`src/rtl/bmsp_defines.vh`:
```
// Constants for the bus mode select and port configuration block.
// Notes on behaviour
// - Mode pins latched at reset release.
// - Mode bits readable; limited switching allowed.
// - Codes 000 to 011 are special modes.
// - Codes 100 to 111 are normal modes.
// - Debug active after reset only code 000.
// - Normal modes protect bits; special modes relax.
// - Port bits 1,0 pulled-up inputs, interrupts off.
// - Reset sets bus stretch bit in user modes.
// - Port bits 6,5 float the first cycle after reset release.
// - Normal single-chip: all pins general I/O.
// - Single-chip address/data ports: inputs, no pulls.
// - Single-chip: enables reset zero, pins unchanged.
// - Normal single-chip mode accepts one write.
// - Single-chip: clearing disable gives free E clock; code outputs stretched E clock while the stretch bit is set.
// - Wide modes: 16-bit bus, bit 4 E clock.
// - Normal wide: pulled-up inputs until enables set.
// - Pipe enable drives pipe status on 6,5.
// - Read/write enable drives direction on bit 2.
// - Low-strobe enable drives byte strobe on bit 3.
// - Bit 4 E clock follows disable, wide mode, stretch.
// - Stretch holds selects and direction in wide modes, not address.
`ifndef BMSP_DEFINES_VH
`define BMSP_DEFINES_VH
`define BMSP_MODE_SSC 3'h0
`define BMSP_MODE_ENX 3'h1
`define BMSP_MODE_STW 3'h2
`define BMSP_MODE_EWX 3'h3
`define BMSP_MODE_NSC 3'h4
`define BMSP_MODE_NNX 3'h5
`define BMSP_MODE_PER 3'h6
`define BMSP_MODE_NWX 3'h7
`define BMSP_MODE_SPECIAL_BIT 2
`define BMSP_PORTE_W 8
`define BMSP_PORTE_RESET_MASK 8'h9F
`define BMSP_PORTE_PULL_RESET 8'hFF
`endif

```
`src/rtl/bmsp_port_config.v`:
```
// Mode latch and port function selection for the expansion bus pins.
`timescale 1ns/100ps
`default_nettype none
`include "bmsp_defines.vh"
module bmsp_port_config (
	// Clock and reset.
	input wire clk_sys,
	input wire rst,
	// Mode select pins.
	input wire mode_select_high,
	input wire mode_select_mid,
	input wire mode_select_low,
	// Mode register write port.
	input wire mode_wr,
	input wire [2:0] mode_wdata,
	input wire internal_visibility_bit_wdata,
	// Port assignment write port.
	input wire port_assignment_register_wr,
	input wire pipe_status_enable_w,
	input wire low_strobe_enable_w,
	input wire read_write_pin_enable_w,
	input wire e_clock_disable_w,
	// Bus interface control write port.
	input wire bus_interface_control_reg_wr,
	input wire bus_stretch_w,
	// Bus functions from the core.
	input wire bus_clk_stretched,
	input wire bus_clk_free,
	input wire stretch_active,
	input wire bus_rw,
	input wire bus_low_byte_strobe_n,
	input wire pipe_high_in,
	input wire pipe_low_in,
	// Debug command.
	input wire bdm_activate_cmd,
	// Status outputs.
	output reg [2:0] mode_q,
	output reg internal_visibility_bit,
	output reg special_mode,
	output reg bits_writable,
	output reg background_debug_function,
	output reg bus_stretch_control_bit,
	output reg irq_enable,
	output reg nonmaskable_interrupt_input_enable,
	// Port configuration.
	output reg expansion_wide,
	output reg port_ab_pull_en,
	output reg [7:0] port_e_pull_en,
	output reg [7:0] port_e_alt_en,
	output reg [7:0] port_e_out,
	output reg hold_select_rw
);
	reg [2:0] ms1_q, ms2_q, ms3_q;
	reg in_reset_q;
	reg once_q;
	reg pipe_q, lstr_q, rdw_q, e_clock_disable_q;
	wire [2:0] mode_d;
	wire is_single, is_wide, is_normal;
	wire pipe_on, lstr_on, rdw_on, bus_rate_clock_output_on;
	wire mode_ok;

	assign is_single = (mode_q == `BMSP_MODE_SSC) ||
		(mode_q == `BMSP_MODE_NSC);
	assign is_wide = (mode_q == `BMSP_MODE_STW) ||
		(mode_q == `BMSP_MODE_EWX) || (mode_q == `BMSP_MODE_NWX);
	assign is_normal = mode_q[`BMSP_MODE_SPECIAL_BIT];
	// Special modes may rewrite; normal single-chip only once.
	assign mode_ok = mode_wr && !in_reset_q && (mode_q != `BMSP_MODE_PER) &&
		(!is_normal || ((mode_q == `BMSP_MODE_NSC) && !once_q));
	assign mode_d = mode_ok ? mode_wdata : mode_q;
	// Single-chip modes override the enable bits.
	assign pipe_on = pipe_q && !is_single;
	assign lstr_on = lstr_q && !is_single && (mode_q != `BMSP_MODE_NNX);
	assign rdw_on = rdw_q && !is_single;
	assign bus_rate_clock_output_on = !e_clock_disable_q;

	// Pins pass three flops; the first is read by the second only.
	// The chain keeps sampling through reset, since a cleared chain would
	// hand the latch a false code at release.
	always @(posedge clk_sys) begin
		ms1_q <= {mode_select_high, mode_select_mid, mode_select_low};
		ms2_q <= ms1_q;
		ms3_q <= ms2_q;
	end

	always @(posedge clk_sys or posedge rst) begin
		if (rst) begin
			in_reset_q <= 1'b1;
		end else begin
			in_reset_q <= 1'b0;
		end
	end

	always @(posedge clk_sys or posedge rst) begin
		if (rst) begin
			mode_q <= 3'h0;
			once_q <= 1'b0;
			internal_visibility_bit <= 1'b0;
			pipe_q <= 1'b0;
			lstr_q <= 1'b0;
			rdw_q <= 1'b0;
			e_clock_disable_q <= 1'b0;
			bus_stretch_control_bit <= 1'b1;
			background_debug_function <= 1'b0;
		end else if (in_reset_q) begin
			// Captured at the first edge after release.
			mode_q <= ms3_q;
			background_debug_function <= (ms3_q == `BMSP_MODE_SSC);
			// Normal single chip starts with bit 4 as a plain input.
			e_clock_disable_q <= (ms3_q == `BMSP_MODE_NSC);
		end else begin
			mode_q <= mode_d;
			if (mode_ok) begin
				internal_visibility_bit <= internal_visibility_bit_wdata;
			end
			if (mode_ok && is_normal) begin
				once_q <= 1'b1;
			end
			if (bdm_activate_cmd) begin
				background_debug_function <= 1'b1;
			end
			// Enables settle the cycle after the write.
			if (port_assignment_register_wr) begin
				pipe_q <= pipe_status_enable_w;
				lstr_q <= low_strobe_enable_w;
				rdw_q <= read_write_pin_enable_w;
				e_clock_disable_q <= e_clock_disable_w;
			end
			if (bus_interface_control_reg_wr) begin
				bus_stretch_control_bit <= bus_stretch_w;
			end
		end
	end

	always @(posedge clk_sys or posedge rst) begin
		if (rst) begin
			special_mode <= 1'b1;
			bits_writable <= 1'b0;
			irq_enable <= 1'b0;
			nonmaskable_interrupt_input_enable <= 1'b0;
			expansion_wide <= 1'b0;
			port_ab_pull_en <= 1'b0;
			port_e_pull_en <= `BMSP_PORTE_PULL_RESET;
			port_e_alt_en <= 8'h00;
			port_e_out <= 8'h00;
			hold_select_rw <= 1'b0;
		end else begin
			special_mode <= !is_normal;
			bits_writable <= !is_normal;
			// Interrupt pins remain plain pulled-up inputs.
			irq_enable <= 1'b0;
			nonmaskable_interrupt_input_enable <= 1'b0;
			expansion_wide <= is_wide && !in_reset_q;
			port_ab_pull_en <= 1'b0;
			// Bits 6 and 5 float for the first cycle after reset release; reset itself pulls all bits.
			port_e_pull_en <= in_reset_q ? `BMSP_PORTE_RESET_MASK :
				{1'b1, 2'h3 & {2{!pipe_on}}, !(bus_rate_clock_output_on || is_wide),
				!lstr_on, !rdw_on, 2'h3};
			port_e_alt_en <= {1'b0, pipe_on, pipe_on,
				bus_rate_clock_output_on || is_wide, lstr_on, rdw_on, 2'h0};
			// Stretched E clock follows the stretch bit.
			port_e_out <= {1'b0, pipe_high_in, pipe_low_in,
				(bus_stretch_control_bit ? bus_clk_stretched :
				bus_clk_free), bus_low_byte_strobe_n, bus_rw, 2'h0};
			// Selects and direction held through stretch in wide modes only.
			hold_select_rw <= stretch_active && is_wide;
		end
	end
endmodule
`default_nettype wire

```
`config.mk`:
```
export PLATFORM = sky130hd
export DESIGN_NAME = bmsp_port_config
export DESIGN_NICKNAME = d
export VERILOG_FILES = /design/src/rtl/bmsp_port_config.v
export VERILOG_INCLUDE_DIRS = /design/src /design/src/rtl
export SDC_FILE = /design/constraint.sdc
export NUM_CORES = 1
export LEC_CHECK = 0
export ABC_AREA = 1
export BUFFER_PORTS_ARGS = -buffer_cell sky130_fd_sc_hd__buf_2
export CAP_MARGIN = 20
export CORE_MARGIN = 2
export CORE_UTILIZATION = 46
export CTS_CLUSTER_DIAMETER = 200
export DETAILED_ROUTE_END_ITERATION = 7
export GPL_TIMING_DRIVEN = 1
export PLACE_DENSITY = 0.84
export SLEW_MARGIN = 5
export SYNTH_ARGS = -nofsm -noshare
export SYNTH_HDL_FRONTEND = slang
export SYNTH_SLANG_ARGS = --single-unit
```
`constraint.sdc`:
```
create_clock -name clk_sys -period 1.7 [get_ports clk_sys]
set_clock_uncertainty 0.1 [all_clocks]
set_input_delay 0.17 -clock clk_sys [delete_from_list [all_inputs] [get_ports clk_sys]]
set_output_delay 0.17 -clock clk_sys [all_outputs]
set_load 0.01 [all_outputs]
```
## Yosys cells after proc, flatten, opt, wreduce, memory -nomap -nowiden

Cells that the tools add are included.

| cells by class | value |
|---|---|
| eq/ne operators | 7 |
| divide/modulo/power cells | 0 |
| $mul | 0 |
| reduce and logical (&&, ||, !) cells | 34 |
| bitwise gates (word level) | 1 |
| multiplexer cells | 8 |
| add/sub/neg operators | 0 |
| shift operators | 0 |
| order comparisons | 0 |

Operators by type and width:

| operator | number |
|---|---|
| logical AND 1 bit | 11 |
| equality test 3 bit, second input constant | 3 |
| zero test 1 bit | 9 |
| AND reduction 2 bit | 4 |
| two-way mux 7 bit | 1 |
| equality test 3 x 2 -> 1 bit, second input constant | 2 |
| zero test 3 bit | 2 |
| two-way mux 3 bit | 2 |
| inequality test 3 bit, second input constant | 2 |
| nonzero test 2 bit | 3 |
| logical OR 1 bit | 5 |
| two-way mux 1 bit | 5 |
| NOT 1 bit | 1 |

| word-level totals | value |
|---|---|
| register bits | 42 |
| memories | 0 |
| bits in read-only memories | 0 |
| bits in latches | 0 |
| memory bits (writable) | 0 |
| output and inout bits | 37 |

## Logic depth before layout (Yosys ltp)

| depth | value |
|---|---|
| depth after elaboration | 7 |
| gate-level depth with buffers | 7 |
| depth with buffers taken out | 7 |

## Worst setup path before layout

No wires, ideal clock.

| timing | value |
|---|---|
| path type | flip-flop to flip-flop |
| start | register in_reset_q |
| end | register lstr_q |
| arrival | 1.033 ns |
| path slack | 0.442 ns |
| library setup time | 0.125 ns |
| period minus slack after synthesis | 1.258 ns |
| stages on the path, launching flop included | 5 |
| required time | 1.475 ns |
| path through | dfstp_2 -> buf_6 -> inv_8 -> nand2_4 -> mux2_4 |

| between the ends | value |
|---|---|
| cells in the longest elaborated chain, start to end | 2 |

Ends and longest elaborated chain:

| what | RTL line | RTL |
|---|---|---|
| start, declared | bmsp_port_config.v:54 | `reg in_reset_q;` |
| start signal, assigned | bmsp_port_config.v:88 | `in_reset_q <= 1'b1;` |
| start signal, assigned | bmsp_port_config.v:90 | `in_reset_q <= 1'b0;` |
| NOT 1 bit (no line) | n/a |  |
| AND reduction 2 bit (no line) | n/a |  |
| end signal, assigned | bmsp_port_config.v:125 | `lstr_q <= low_strobe_enable_w;` |
| end, declared | bmsp_port_config.v:56 | `reg pipe_q, lstr_q, rdw_q, e_clock_disable_q;` |

Every way passes these cells.
A chain may end at the register's enable or synchronous reset.

## Worst setup path after layout

| timing | value |
|---|---|
| start | register bus_stretch_control_bit |
| end | register port_e_out[4] |

| between the ends | value |
|---|---|
| cells in the longest elaborated chain, start to end | 1 |

Ends and longest elaborated chain:

| what | RTL line | RTL |
|---|---|---|
| start, declared | bmsp_port_config.v:42 | `output reg bus_stretch_control_bit,` |
| start signal, assigned | bmsp_port_config.v:130 | `bus_stretch_control_bit <= bus_stretch_w;` |
| two-way mux 1 bit | bmsp_port_config.v:163 | `(bus_stretch_control_bit ? bus_clk_stretched :` |
| end signal, assigned | bmsp_port_config.v:162 | `port_e_out <= {1'b0, pipe_high_in, pipe_low_in,` |
| end, declared | bmsp_port_config.v:50 | `output reg [7:0] port_e_out,` |

Every way passes these cells.

==> reports/metrics.cfg <==
[placed_design]
preCtsSetupSlack_ns=0.346
gpl_wtd_cong=0.777
dp_hpwl_mm=1.58
port_buffers=49

[drt]
routed.top_layer=met4
drt_iter0_markers=40
route.met3.wl_um=188
firstDrtPassIters=4
route.vias.total=1012
wirelength_mm=2.43
routed_wire_length_per_instance_um=10.5
drtAntennaViolNets=0
via_per_inst=4.36
met2_wirelength_mm=1.24
drc=0
sum_of_routed_wire_segments_on_met1_um=963

[timing]
final_min_period_over_clock_period_pct=98.1
postLayoutSetupSlackWorst_ns=0.0317
timing.fmax_ghz=0.599
hold_violations=0
setup_viol=0
setup_repair_after_global_routing_missed_its_margin=false
fin_crit_ns=1.67
final.setup.tns_ns=0
timing.final.max_slew_violations=0

[floorplanning]
die_w_um=59.2
floorplan.core_area_um2=2980
initial_core_util_pct=47.1
rows=20
pin_count=62
dieArea_um2=3510
fp.dieH_um=59.2

[job]
number_of_violations_of_the_max_capacitance_limit=0

[clocking]
ctsHtreeMaxLevel=2
cts_num_sinks=38
clock_insertion_delay_worst_skew_ns=0.34
max-clock-path-buffers=2
tritoncts_clock_tree=built
cts.reportedPaths.clkPinSlew_ns=0.10
tritoncts.num_buffers=5
clockRootBuffer=sky130_fd_sc_hd__clkbuf_4
postCtsResizedCells=0

[logic_synthesis]
synth_top_cell_by_area=sky130_fd_sc_hd__dfrtp_1
netlist_area_um2=1400
ys_ff_latch=38
yosys_warnings=0
most_used_standard_cell_by_instance_count_after_synthesis=sky130_fd_sc_hd__dfrtp_1
synth_ff_type=sky130_fd_sc_hd__dfrtp_1
post_synth.cell_area_avg_um2=11.1
share_of_flip_flops_with_an_asynchronous_set_or_reset_after_synthesis_pct=76.3
synthCells=126
number_of_enable_type_register_cells_in_the_synthesized_netlist=0
synth.top_cell.area_share_pct=39.3
yosysUniqueCellTypes=22
yosys-top-cells-count=sky130_fd_sc_hd__dfrtp_1, sky130_fd_sc_hd__nand2_1, sky130_fd_sc_hd__buf_4
synth_seq_area_share_pct=65.2
netlist_top_cells_area=sky130_fd_sc_hd__dfrtp_1, sky130_fd_sc_hd__dfstp_2, sky130_fd_sc_hd__dfxtp_1

[setup_path]
worstSetupStartpoint=bus_stretch_control_bit$_DFFE_PP1P_
rr_startpoint=bus_stretch_control_bit$_DFFE_PP1P_
kind_of_critical_path=register to register
worst_setup_path_end_kind=register
cp_max_fo=3
timing.critical_path.to=port_e_out[4]$_DFF_PP0_
worstSetupStartpointType=register
r2r_end=port_e_out[4]$_DFF_PP0_
rrSetupSlack_ns=0.03
required_time_at_the_worst_slack_endpoint_ns=1.83
crit_arrival_ns=1.80
logic_depth_of_the_worst_register_to_register_path=2

[cells_and_area]
num_antenna_cells=0
post_route_cells_drive_above_1_share_pct=38.2
num-nets-final=223
area_growth_syn_to_layout_pct=33.2
final_core_utilization_pct=62.7

[hold_path]
worstHoldPathType=primary input to register

[pwr]
power_density_nw_per_um2=981
leakage_nw=0.980
ir_drop_worst_case_vdd_v=0.000529

[global_routing]
number_of_antenna_violations_at_the_first_check_in_global_routing=0
first_pass_grt_wire_length_mm=3.91
groute.usage.overall_pct=15.5
grt_pass1_vias=950
maximum_number_of_pins_on_one_net_before_global_route_repair=30
gr-total-overflow=0

[status]
outcome=complete, no violations

==> registers in the layout, summed over array words and instances, names as in the netlist, 3 cells and up <==
register / count
mode_q: 3
ms1_q: 3
ms2_q: 3
ms3_q: 3
port_e_alt_en: 4
port_e_out: 5
port_e_pull_en: 4
==> worst max-delay path, cell delays in order (launching register included) <==
cell	delay (ns)
sky130_fd_sc_hd__dfstp_2	0.56
sky130_fd_sc_hd__mux2_2	0.33
sky130_fd_sc_hd__dlygate4sd3_1	0.57
==> worst min path at each step <==
stage / from / end / slack (ns) / cells after the start
floorplan: mode_select_low / ms1_q[0]$_DFF_P_ / 0.1 / 0
detailed placement: rst / port_e_out[6]$_DFF_PP0_ / 0.16 / 3
finish: mode_wdata[0] / mode_q[0]$_DFFE_PP0P_ / 0.02 / 5
global route: mode_wdata[0] / mode_q[0]$_DFFE_PP0P_ / 0.01 / 5
global placement: rst / port_e_out[2]$_DFF_PP0_ / 0.14 / 3
CTS: mode_wdata[0] / mode_q[0]$_DFFE_PP0P_ / 0.009 / 5
==> cells by family (layout without fill, tap and decap cells) <==
family,Yosys count,in the layout,share of synthesized area (%)
simple gates,49,49,17.1
buf+inv,27,89,12.3
flops,38,38,65.2
mux,2,2,1.87
other cells,2,13,0.535
compound gates,8,8,2.94
==> cell usage in the layout, fill, tap and decap left out <==
cell type	Yosys	routed
sky130_fd_sc_hd__buf_2	0	49
sky130_fd_sc_hd__clkbuf_8	0	1
sky130_fd_sc_hd__inv_1	9	9
sky130_fd_sc_hd__conb_1	2	13
sky130_fd_sc_hd__clkbuf_1	0	2
sky130_fd_sc_hd__nand4_1	2	2
sky130_fd_sc_hd__inv_8	1	1
sky130_fd_sc_hd__nor3_1	2	2
sky130_fd_sc_hd__o21ai_0	3	3
sky130_fd_sc_hd__dfrtp_1	22	22
sky130_fd_sc_hd__nand2_2	2	2
sky130_fd_sc_hd__mux2_4	1	1
sky130_fd_sc_hd__nand2_1	21	21
sky130_fd_sc_hd__nor2_1	12	12
sky130_fd_sc_hd__nand2_4	4	4
sky130_fd_sc_hd__a21oi_1	4	4
sky130_fd_sc_hd__nor2_4	1	1
sky130_fd_sc_hd__dlygate4sd3_1	0	18
sky130_fd_sc_hd__nand3_1	5	5
sky130_fd_sc_hd__mux2_2	1	1
sky130_fd_sc_hd__a31oi_1	1	1
sky130_fd_sc_hd__dfxtp_1	9	9
sky130_fd_sc_hd__inv_2	1	1
sky130_fd_sc_hd__dfstp_2	7	7
sky130_fd_sc_hd__clkbuf_4	0	5
sky130_fd_sc_hd__buf_4	15	3
==> cell type report <==
cell class                      count  area [µm²]
Multi-Input combinational cell     72         357
Inverter                           11        48.8
Sequential cell                    38         915
Timing Repair Buffer               70         448
Tap cell                           33        41.3
Clock buffer                        8        58.8
Fill cell                         248        1110
==> layer usage <==
layer  track usage, %  up-vias
li1                 -      502
met1             16.1      458
met2             26.8       45
met3             6.55        7
met4             6.82        0
met5                0        -
==> timing repair <==
action,4_1_cts,5_1_grt
setup buffers,0,2
hold buffers,18,0
endpoints found under the hold margin,37,0
setup endpoints to repair,0,1
==> report_power, final <==
group | leakage [nW] | switching [mW] | internal [mW]
clock | 0.0326 | 0.266 | 0.204
combinational | 0.538 | 0.173 | 0.148
sequential | 0.409 | 0.0440 | 0.998
==> metrics by stage <==
| step | hold slack [ns] | std cells | cell area, µm² | power (mW) |
|---|---|---|---|---|
| after floorplan | 0.0977 | 137 | 1440 | 1.25 |
| after global placement | 0.142 | 204 | 1610 | 1.33 |
| after detailed placement | 0.157 | 204 | 1610 | 1.34 |
| after CTS | 0.00935 | 230 | 1850 | 1.85 |
| after global routing | 0.0148 | 232 | 1870 | 1.93 |
| final | 0.0171 | 232 | 1870 | 1.83 |
(Power assumes the default switching activity.)
